`src/include/bmc_map.svh`:
```
// Register offsets, reset values and fixed values of the status command map
`ifndef BMC_MAP_SVH
`define BMC_MAP_SVH

`define BMC_ADDR_W          8
`define BMC_DATA_W          16

`define BMC_OFS_CTRL        8'h00
`define BMC_OFS_SUBCMD_LO   8'h3E
`define BMC_OFS_SUBCMD_HI   8'h3F

`define BMC_OFS_SAFE_ALERT1 8'h02
`define BMC_OFS_SAFE_FAULT1 8'h03
`define BMC_OFS_SAFE_ALERT2 8'h04
`define BMC_OFS_SAFE_FAULT2 8'h05
`define BMC_OFS_SAFE_ALERT3 8'h06
`define BMC_OFS_SAFE_FAULT3 8'h07
`define BMC_OFS_PF_ALERT1   8'h0A
`define BMC_OFS_PF_FAULT1   8'h0B
`define BMC_OFS_PF_ALERT2   8'h0C
`define BMC_OFS_PF_FAULT2   8'h0D
`define BMC_OFS_PF_ALERT3   8'h0E
`define BMC_OFS_PF_FAULT3   8'h0F
`define BMC_OFS_PF_ALERT4   8'h10

`define BMC_OFS_ENABLE_BASE 8'h80
`define BMC_OFS_IRQ_STATUS  8'h90
`define BMC_OFS_IRQ_ENABLE  8'h91
`define BMC_OFS_IRQ_CLEAR   8'h92

`define BMC_FLAG_COUNT      13
`define BMC_SAFETY_COUNT    6
`define BMC_IRQ_COUNT       4
`define BMC_IRQ_SUBCMD      0
`define BMC_IRQ_SAFETY      1
`define BMC_IRQ_PERMANENT   2
`define BMC_IRQ_RO_WRITE    3

`define BMC_ECHO_VALUE      16'hFFA5
`define BMC_FLAG_RESET      8'h00
`define BMC_ENABLE_RESET    8'hFF
`define BMC_IRQ_EN_RESET    4'h0

`endif

```
`src/include/bmc_pkg.sv`:
```
// Types shared by the status command map modules
`default_nettype none
package bmc_pkg;

    typedef logic [7:0]  bmc_byte_t;
    typedef logic [15:0] bmc_word_t;
    typedef logic [7:0]  bmc_addr_t;

    // Kind of answer chosen for a read
    typedef enum logic [2:0] {
        BMC_SEL_NONE   = 3'b000,
        BMC_SEL_STATUS = 3'b001,
        BMC_SEL_ECHO   = 3'b010,
        BMC_SEL_FLAG   = 3'b011,
        BMC_SEL_ENABLE = 3'b100,
        BMC_SEL_IRQST  = 3'b101,
        BMC_SEL_IRQEN  = 3'b110
    } bmc_sel_t;

endpackage : bmc_pkg
`default_nettype wire

```
`src/bmc_reset_sync.sv`:
```
// Reset synchroniser: asynchronous assertion, release through two flip-flops
`default_nettype none
module bmc_reset_sync (
    input  wire logic sys_clk,
    input  wire logic resetn,
    output var  logic syncResetn
);
    import bmc_pkg::*;

    typedef struct packed {
        logic stage1;
        logic stage2;
    } bmc_rst_state_t;

    bmc_rst_state_t state_reg;
    bmc_rst_state_t state_next;

    always_comb begin
        state_next.stage1 = 1'b1;
        state_next.stage2 = state_reg.stage1;
    end

    always_ff @(posedge sys_clk or negedge resetn) begin
        if (!resetn) begin
            state_reg <= '0;
        end else begin
            state_reg <= state_next;
        end
    end

    assign syncResetn = state_reg.stage2;

endmodule : bmc_reset_sync
`default_nettype wire

```
`src/bmc_irq_ctrl.sv`:
```
// Sticky interrupt status with enable mask and write-one-to-clear
`default_nettype none
`include "bmc_map.svh"
module bmc_irq_ctrl #(
    parameter int N = `BMC_IRQ_COUNT
) (
    input  wire logic         sys_clk,
    input  wire logic         rstn,
    input  wire logic [N-1:0] eventPulse,
    input  wire logic         enableWrite,
    input  wire logic [N-1:0] enableData,
    input  wire logic         clearWrite,
    input  wire logic [N-1:0] clearData,
    output var  logic [N-1:0] irqStatus,
    output var  logic [N-1:0] irqEnable,
    output var  logic         irqOut
);
    import bmc_pkg::*;

    typedef struct packed {
        logic [N-1:0] status;
        logic [N-1:0] enable;
        logic         irq;
    } bmc_irq_state_t;

    bmc_irq_state_t state_reg;
    bmc_irq_state_t state_next;

    always_comb begin
        state_next = state_reg;
        if (clearWrite) begin
            state_next.status = state_reg.status & ~clearData;
        end
        // A new event wins over a clear in the same cycle
        state_next.status = state_next.status | eventPulse;
        if (enableWrite) begin
            state_next.enable = enableData;
        end
        state_next.irq = |(state_next.status & state_next.enable);
    end

    always_ff @(posedge sys_clk or negedge rstn) begin
        if (!rstn) begin
            state_reg.status <= '0;
            state_reg.enable <= N'(`BMC_IRQ_EN_RESET);
            state_reg.irq    <= 1'b0;
        end else begin
            state_reg <= state_next;
        end
    end

    assign irqStatus = state_reg.status;
    assign irqEnable = state_reg.enable;
    assign irqOut    = state_reg.irq;

endmodule : bmc_irq_ctrl
`default_nettype wire

```
`src/bmc_status_map.sv`:
```
// Command-address map: control/status word with write echo, alert and fault flags
//
// Chosen here: the strobed register port.
`default_nettype none
`include "bmc_map.svh"
module bmc_status_map
    import bmc_pkg::*;
#(
    parameter int NFLAG = `BMC_FLAG_COUNT,
    parameter int NSAFE = `BMC_SAFETY_COUNT
) (
    input  wire logic               sys_clk,
    input  wire logic               resetn,
    input  wire logic [7:0]         regAddr,
    input  wire logic [15:0]        regWdata,
    input  wire logic               regWrite,
    input  wire logic               regWordWrite,
    input  wire logic               regRead,
    output var  logic [15:0]        regRdata,
    input  wire logic [15:0]        deviceStatus,
    input  wire logic [NFLAG*8-1:0] flagEvent,
    output var  logic               subcmdValid,
    output var  logic [15:0]        subcmdCode,
    output var  logic               irq
);

    ////////////////////////////////////////////////////////////////////////////
    // Address decode helpers

    // Flag register index of an address, or NFLAG when it is not a flag
    function automatic logic [3:0] flagIndex(input bmc_addr_t addr);
        logic [3:0] idx;
        idx = 4'(NFLAG);
        case (addr)
            `BMC_OFS_SAFE_ALERT1: idx = 4'h0;
            `BMC_OFS_SAFE_FAULT1: idx = 4'h1;
            `BMC_OFS_SAFE_ALERT2: idx = 4'h2;
            `BMC_OFS_SAFE_FAULT2: idx = 4'h3;
            `BMC_OFS_SAFE_ALERT3: idx = 4'h4;
            `BMC_OFS_SAFE_FAULT3: idx = 4'h5;
            `BMC_OFS_PF_ALERT1:   idx = 4'h6;
            `BMC_OFS_PF_FAULT1:   idx = 4'h7;
            `BMC_OFS_PF_ALERT2:   idx = 4'h8;
            `BMC_OFS_PF_FAULT2:   idx = 4'h9;
            `BMC_OFS_PF_ALERT3:   idx = 4'hA;
            `BMC_OFS_PF_FAULT3:   idx = 4'hB;
            `BMC_OFS_PF_ALERT4:   idx = 4'hC;
            default:              idx = 4'(NFLAG);
        endcase
        return idx;
    endfunction : flagIndex

    // Enable register index of an address, or NFLAG when out of range
    function automatic logic [3:0] enableIndex(input bmc_addr_t addr);
        logic [7:0] diff;
        diff = addr - `BMC_OFS_ENABLE_BASE;
        if (addr >= `BMC_OFS_ENABLE_BASE && diff < 8'(NFLAG)) begin
            return diff[3:0];
        end
        return 4'(NFLAG);
    endfunction : enableIndex

    ////////////////////////////////////////////////////////////////////////////
    // Reset and state

    logic syncResetn;

    bmc_reset_sync u_reset_sync (
        .sys_clk    (sys_clk),
        .resetn     (resetn),
        .syncResetn (syncResetn)
    );

    typedef struct packed {
        logic [NFLAG-1:0][7:0] flags;
        logic [NFLAG-1:0][7:0] enables;
        logic                  echoPending;
        logic [15:0]           rdata;
        logic                  subValid;
        logic [15:0]           subCode;
        logic [`BMC_IRQ_COUNT-1:0] events;
    } bmc_map_state_t;

    bmc_map_state_t state_reg;
    bmc_map_state_t state_next;

    logic [`BMC_IRQ_COUNT-1:0] irqStatus;
    logic [`BMC_IRQ_COUNT-1:0] irqEnable;
    logic                      irqEnWrite;
    logic                      irqClrWrite;

    ////////////////////////////////////////////////////////////////////////////
    // Next-state logic

    bmc_sel_t   readSel;
    logic [3:0] rdFlagIdx;
    logic [3:0] rdEnIdx;
    logic [3:0] wrFlagIdx;
    logic [3:0] wrEnIdx;
    logic [7:0] flagNew;
    logic       safeRise;
    logic       permRise;

    always_comb begin
        state_next  = state_reg;
        readSel     = BMC_SEL_NONE;
        rdFlagIdx   = flagIndex(regAddr);
        rdEnIdx     = enableIndex(regAddr);
        wrFlagIdx   = flagIndex(regAddr);
        wrEnIdx     = enableIndex(regAddr);
        flagNew     = 8'h00;
        safeRise    = 1'b0;
        permRise    = 1'b0;
        irqEnWrite  = 1'b0;
        irqClrWrite = 1'b0;

        // Flag capture: only enabled sources can show
        for (int i = 0; i < NFLAG; i++) begin
            flagNew = flagEvent[i*8 +: 8] & state_reg.enables[i];
            if (i < NSAFE) begin
                // Safety flags follow the enabled condition live
                state_next.flags[i] = flagNew;
                safeRise = safeRise | (|(flagNew & ~state_reg.flags[i]));
            end else begin
                // Permanent-fail flags hold until reset; nothing else clears them
                state_next.flags[i] = state_reg.flags[i] | flagNew;
                permRise = permRise | (|(flagNew & ~state_reg.flags[i]));
            end
        end

        state_next.subValid = 1'b0;
        state_next.events   = '0;
        state_next.events[`BMC_IRQ_SAFETY]    = safeRise;
        state_next.events[`BMC_IRQ_PERMANENT] = permRise;

        if (regWrite) begin
            // Any access after the write ends the echo window
            state_next.echoPending = 1'b0;
            if (regAddr == `BMC_OFS_CTRL) begin
                // Forwarded exactly as a subcommand pair write would be
                state_next.subValid = 1'b1;
                state_next.subCode  = regWordWrite ? regWdata
                                                   : {8'h00, regWdata[7:0]};
                state_next.echoPending = regWordWrite;
                state_next.events[`BMC_IRQ_SUBCMD] = 1'b1;
            end else if (wrFlagIdx != 4'(NFLAG)) begin
                // Read-only in every mode: data dropped, event flagged
                state_next.events[`BMC_IRQ_RO_WRITE] = 1'b1;
            end else if (wrEnIdx != 4'(NFLAG)) begin
                state_next.enables[wrEnIdx] = regWdata[7:0];
            end else if (regAddr == `BMC_OFS_IRQ_ENABLE) begin
                irqEnWrite = 1'b1;
            end else if (regAddr == `BMC_OFS_IRQ_CLEAR) begin
                irqClrWrite = 1'b1;
            end
        end

        if (regRead) begin
            if (regAddr == `BMC_OFS_CTRL) begin
                readSel = state_reg.echoPending ? BMC_SEL_ECHO
                                                : BMC_SEL_STATUS;
            end else if (rdFlagIdx != 4'(NFLAG)) begin
                readSel = BMC_SEL_FLAG;
            end else if (rdEnIdx != 4'(NFLAG)) begin
                readSel = BMC_SEL_ENABLE;
            end else if (regAddr == `BMC_OFS_IRQ_STATUS) begin
                readSel = BMC_SEL_IRQST;
            end else if (regAddr == `BMC_OFS_IRQ_ENABLE) begin
                readSel = BMC_SEL_IRQEN;
            end else begin
                readSel = BMC_SEL_NONE;
            end
            // The echo is given once; whatever is read next clears it
            state_next.echoPending = 1'b0;
        end

        // Read data stand for one cycle only, zero otherwise
        case (readSel)
            BMC_SEL_STATUS: state_next.rdata = deviceStatus;
            BMC_SEL_ECHO:   state_next.rdata = `BMC_ECHO_VALUE;
            BMC_SEL_FLAG:   state_next.rdata = {8'h00, state_reg.flags[rdFlagIdx]};
            BMC_SEL_ENABLE: state_next.rdata = {8'h00, state_reg.enables[rdEnIdx]};
            BMC_SEL_IRQST:  state_next.rdata = {12'h000, irqStatus};
            BMC_SEL_IRQEN:  state_next.rdata = {12'h000, irqEnable};
            BMC_SEL_NONE:   state_next.rdata = 16'h0000;
            default:        state_next.rdata = 16'h0000;
        endcase
    end

    ////////////////////////////////////////////////////////////////////////////
    // State register

    always_ff @(posedge sys_clk or negedge syncResetn) begin
        if (!syncResetn) begin
            for (int i = 0; i < NFLAG; i++) begin
                state_reg.flags[i]   <= `BMC_FLAG_RESET;
                state_reg.enables[i] <= `BMC_ENABLE_RESET;
            end
            state_reg.echoPending <= 1'b0;
            state_reg.rdata       <= 16'h0000;
            state_reg.subValid    <= 1'b0;
            state_reg.subCode     <= 16'h0000;
            state_reg.events      <= '0;
        end else begin
            state_reg <= state_next;
        end
    end

    ////////////////////////////////////////////////////////////////////////////
    // Interrupt status, enable and clear

    bmc_irq_ctrl #(
        .N (`BMC_IRQ_COUNT)
    ) u_irq_ctrl (
        .sys_clk     (sys_clk),
        .rstn        (syncResetn),
        .eventPulse  (state_reg.events),
        .enableWrite (irqEnWrite),
        .enableData  (regWdata[`BMC_IRQ_COUNT-1:0]),
        .clearWrite  (irqClrWrite),
        .clearData   (regWdata[`BMC_IRQ_COUNT-1:0]),
        .irqStatus   (irqStatus),
        .irqEnable   (irqEnable),
        .irqOut      (irq)
    );

    assign regRdata    = state_reg.rdata;
    assign subcmdValid = state_reg.subValid;
    assign subcmdCode  = state_reg.subCode;

endmodule : bmc_status_map
`default_nettype wire

```
`config.mk`:
```
export PLATFORM = sky130hd
export DESIGN_NAME = bmc_status_map
export DESIGN_NICKNAME = d
export VERILOG_FILES = /design/src/include/bmc_pkg.sv /design/src/bmc_reset_sync.sv /design/src/bmc_irq_ctrl.sv /design/src/bmc_status_map.sv
export VERILOG_INCLUDE_DIRS = /design/src /design/src/include
export SDC_FILE = /design/constraint.sdc
export NUM_CORES = 1
export LEC_CHECK = 0
export ABC_AREA = 1
export BUFFER_PORTS_ARGS = -buffer_cell sky130_fd_sc_hd__buf_4
export CELL_PAD_IN_SITES_DETAIL_PLACEMENT = 1
export CELL_PAD_IN_SITES_GLOBAL_PLACEMENT = 1
export CORE_MARGIN = 8
export CORE_UTILIZATION = 39
export DETAILED_ROUTE_END_ITERATION = 6
export GPL_ROUTABILITY_DRIVEN = 0
export PLACE_DENSITY = 0.87
export SYNTH_ARGS = -nofsm -noshare
export SYNTH_HDL_FRONTEND = slang
export SYNTH_SLANG_ARGS = --single-unit
```
`constraint.sdc`:
```
create_clock -name sys_clk -period 7.9 [get_ports sys_clk]
set_clock_uncertainty 0.05 [all_clocks]
set_input_delay 0.79 -clock sys_clk [delete_from_list [all_inputs] [get_ports sys_clk]]
set_output_delay 0.79 -clock sys_clk [all_outputs]
set_load 0.05 [all_outputs]
```
### Yosys cells after proc, flatten, opt, wreduce, memory -nomap -nowiden

Memories as Yosys holds them, arrays and structs flattened.
Index checks and enable logic that the tools add are counted.

| cells by class | value |
|---|---|
| $add $sub $neg | 1 |
| magnitude comparators | 5 |
| equal/unequal tests | 12 |
| muxes and demuxes | 43 |
| bitwise gates (word level) | 63 |
| reductions and logical operators | 21 |

Operators by type and width:

| kind | number |
|---|---|
| 8-bit AND | 26 |
| 104-bit bitwise mux | 1 |
| 8-bit inverter | 13 |
| 8-bit OR reduction | 13 |
| 16-bit case mux with 6 select lines | 1 |
| 8-bit binary-select mux with 4-bit select | 2 |
| 8-bit bitwise OR | 7 |
| 8-bit demux with 4-bit select | 1 |
| 8-bit equality test, second input constant | 3 |
| 4-bit two-way mux | 6 |
| 8-bit two-way mux | 3 |
| 1-bit two-way mux | 19 |
| 18-bit two-way mux | 1 |
| 3-bit two-way mux | 6 |
| 17-bit two-way mux | 1 |
| 16-bit two-way mux | 1 |
| 4-bit inequality test, second input constant | 3 |
| 1-bit bitwise OR | 11 |
| 4-bit by 5-bit less-than comparator with 1-bit output, second input constant | 2 |
| 3-bit equality test, second input constant | 3 |
| 4-bit AND | 2 |
| 8-bit >= comparator, second input constant | 1 |
| 8-bit zero test | 1 |
| 8-bit by 4-bit less-than comparator with 1-bit output, second input constant | 1 |
| 14 further kinds | 17 |

| storage, ports and cells | value |
|---|---|
| register bits | 257 |
| memory bits (read-only) | 256 |
| output and inout bits | 34 |
| logic and storage cells | 183 |
| memories | 2 |

Memories:

| name | words | bits a word | read ports | clocked after Yosys merged registers in | write ports | RTL line | RTL |
|---|---|---|---|---|---|---|---|
| (name not given) | 32 | 4 | 1 | 0 | 0 | bmc_status_map.sv:34 | `case (addr)` |
| (name not given) | 32 | 4 | 1 | 0 | 0 | bmc_status_map.sv:34 |  |

### Depth between registers and ports, before layout

| logic depth | value |
|---|---|
| depth in word-level cells | 14 |
| mapped depth | 17 |

### Modules after synthesis

Synthesis repeated with hierarchy kept, for this count alone.

| unflattened totals | value |
|---|---|
| cell total of the unflattened synthesis | 1,663 |
| area total of the unflattened synthesis | 13,110.1 sq um |

By module, submodules not included:

| module | instances | cells each | area an instance (sq um) | sequential area each (sq um) |
|---|---|---|---|---|
| bmc_status_map | 1 | 1,613 | 12,675.9 | 6,261.0 |
| bmc_irq_ctrl | 1 | 47 | 380.4 | 225.2 |
| bmc_reset_sync | 1 | 3 | 53.8 | 50.0 |

### Least setup slack after synthesis

OpenSTA, ideal clock, no wires.

| timing path | value |
|---|---|
| kind | input to register |
| start | input regAddr[1] |
| end | register state_reg (netlist bit regRdata[7]) |
| setup time | 0.133 ns |
| data arrival time | 2.210 ns |
| setup slack | 5.508 ns |
| stages | 11 |
| buffers on the path | 1 |
| cells stage by stage | inv_2 > ha_1 > o21ai_1 > nand2_1 > clkinv_1 > buf_1 > nand2_1 > nand2_1 > nand2_1 > nand3_1 > nand4_1 |

RTL lines:

| element | RTL line | RTL |
|---|---|---|
| start, declared | bmc_status_map.sv:14 | `input wire logic [7:0] regAddr,` |
| end signal, assigned | bmc_status_map.sv:205 | `state_reg <= state_next;` |
| end, declared | bmc_status_map.sv:84 | `bmc_map_state_t state_reg;` |

==> results.md <==
- TritonCTS clock tree: built
- Worst setup path category: in -> reg
- Layout cells sized above 1: 25.3%
- Yosys reg bits: 256
- Reg2Reg Setup Slack: around 5300 ps
- F_max: approximately 300 MHz
- Final hold violations: 0
- Worst hold path class: reg -> async
- Remaining Overflow, GRT: 0
- R2R depth: 2
- Reg clk slew, reported paths: around 60 ps
- Postcts setup bufs: 0
- Core box area: 33,300 sq um
- H-tree depth: 1
- Vias in the first global route: 12.9k
- Predominant post-synthesis flop cell: dfrtp_1
- Post-Syn Area per Cell: 8.02 sq um
- Num CTS Buffers: 30
- Pin count of the biggest net entering global routing: 79
- Most frequent cells in the layout: nand2_1 (507), inv_1 (225), buf_4 (189), dfrtp_1 (151)
- Period utilization: between 40% and 50%
- Worst Path Max Fanout: 66
- Beginning of the critical path: regAddr[0]
- Total number of vias: 12.3k
- Commonest non-fill, non-tap cell in the layout: nand2_1
- Drt first pass iters: 5
- Syn Std Cell Area: about 13,000 sq um
- Max-slew violations: 0
- Met3 Wirelength: around 4.5 mm
- Synth async-reset ratio: 100%
- Pleak: 7.67 nW
- Clk root buf: clkbuf_16
- Syn Nets: 1,783
- Setup TNS: 0 ps
- RR Endpoint: subcmdCode[10]$_DFFE_PN0P_
- CTS resizes: 0
- Met1 Wirelength: 21.3 mm
- Initial Utilization: 39.4%
- RSZ-0062 raised after global routing: false
- DR DRC count: 0
- Post-synth top area share: 29.0%
- N_diodes: 0
- Nets: 1,918
- CP Capture Type: flip-flop
- Post-synthesis sequential area ratio: 49.9%
- Clk buf depth: 3
- VDD IR-drop max: roughly 0.18 mV
- Worst relative slew slack: 28.7%
- Worst Path Required: 8350 ps
- Min Tclk post-route: roughly 3300 ps
- Util after Layout: 46.9%
- Placed inst area: 14,500 sq um
- Number of flip-flops in the largest register: 213
- R2r startpoint: u_reset_sync.syncResetn$_DFF_PN0_
- Synth Instances: between 1.5k and 2k
- Die Span Y: around 200 um
- Die Wd: roughly 200 um
- Final wirelength: 52.1 mm
- Final setup violation count: 0
- First-iteration detailed-routing DRC count: ~920
- First-pass GRT wire length: 78.5 mm
- PD cells: just under 200 nW/um^2
- Global Route Usage Sum: 26.0%
- TritonCTS sink count: 256
- Area grow syn2layout: 19.1%
- Wirelength per Cell: 23.2 um
- Status: finished, final reports clean
- Worst-margin pin slew: 1070 ps
- Synth area leaders: dfrtp_1 (29%), dfstp_2 (21%), nand2_1 (15%), inv_1 (6.4%), nand3_1 (4.0%)
- Synth warn: 0
- Met2 wire len: 23.9 mm
- Area leader, netlist: dfrtp_1
- Die area: 39,700 sq um
- EDFF count, synth: 0
- Critical path arrival: 3710 ps
- # IOs: between 150 and 200
- Post-route ant nets: 0
- # rows: 67
- Latest clock arrival within the worst-skew pair: ~560 ps
- Detailed Place HPWL: 39.5 mm
- Post-cts hold buffer count: 1
- Post-route cell area: 15,600 sq um
- Max Cap Violations: 0
- Top layer in use: met4
- Critical Path Source Type: primary input
- Unique masters post-synth: 42
- Port bufs: 182
- Initial antenna violation count: 0
- Number of vias per cell: 5.48
-- power by group --
part           switching (mW)  internal, mW  leakage, nW
Clock                   0.582         0.906        0.518
Sequential             0.0160          1.33         2.89
Combinational           0.163        0.0828         4.26
Total                   0.761          2.32         7.67
-- how the worst max path moves through the flow --
stage / slack [ps] / to / cells after the start
2_1_floorplan: 370 / regRdata[0]$_DFF_PN0_ / 0
3_3_place_gp: 4180 / regRdata[4]$_DFF_PN0_ / 14
3_5_place_dp: 4120 / regRdata[4]$_DFF_PN0_ / 14
4_1_cts: 4680 / regRdata[6]$_DFF_PN0_ / 14
5_1_grt: 4360 / regRdata[6]$_DFF_PN0_ / 14
6_report: 4640 / regRdata[4]$_DFF_PN0_ / 14
-- critical path, stage by stage --
cell	delay, ps
buf_4	200
inv_2	140
o21ai_0	120
nand2_2	160
nand3_2	90
buf_4	600
nand2_2	250
nor2_2	180
nand3_1	100
nand2_2	230
nand2_1	110
nor2_2	390
nand2_1	200
nand3_1	120
-- layer usage --
| layer | vias up | global-route usage, % |
|---|---|---|
| met2 | 596 | 41.7 |
| li1 | 5436 | - |
| met5 | - | 0 |
| met3 | 135 | 4.97 |
| met4 | 0 | 11.2 |
| met1 | 6103 | 34.1 |
-- cell usage after synthesis (12+ instances only) --
master	instances
nor3_1	16
nand2_1	507
clkbuf_1	18
nand4_1	22
dfstp_2	104
a21oi_1	23
buf_2	21
nand2_2	22
nor2_1	44
o21ai_1	45
o22ai_1	30
nand3_1	104
nand3b_1	23
o21ai_0	94
inv_1	225
buf_4	38
dfrtp_1	152
nor2_2	13
o21bai_1	12
o21ai_2	24
inv_2	13
-- area by class of cell --
cell class	instances	area, sq um
clock buffer	37	828
clock inverter	19	234
fill	4098	17700
inverter	239	897
multi-input combinational	1051	5110
sequential	256	6540
tap	448	561
timing repair buffer	190	1430
-- logic make-up (layout without fill, tap and decap cells) --
family	after synthesis	after routing	synth area share, %
simple gates	796	796	27.3
buf+inv	326	485	11.1
flops	256	256	49.9
compound gates	252	252	11.5
fa+ha+maj	1	1	0.0955
other cells	1	1	0.0286
mux	1	1	0.0764
-- stage by stage --
step	instances	power (mW)	hold slack [ps]	worst slack [ps]
after floorplan	1633	1.49	281	369
after global placement	2183	1.61	259	4180
after detailed placement	2183	1.61	263	4120
after CTS	2240	3.10	270	4680
after global routing	2240	3.17	287	4360
final	2240	3.08	245	4640
No activity file was read; power rests on OpenSTA's default activity.
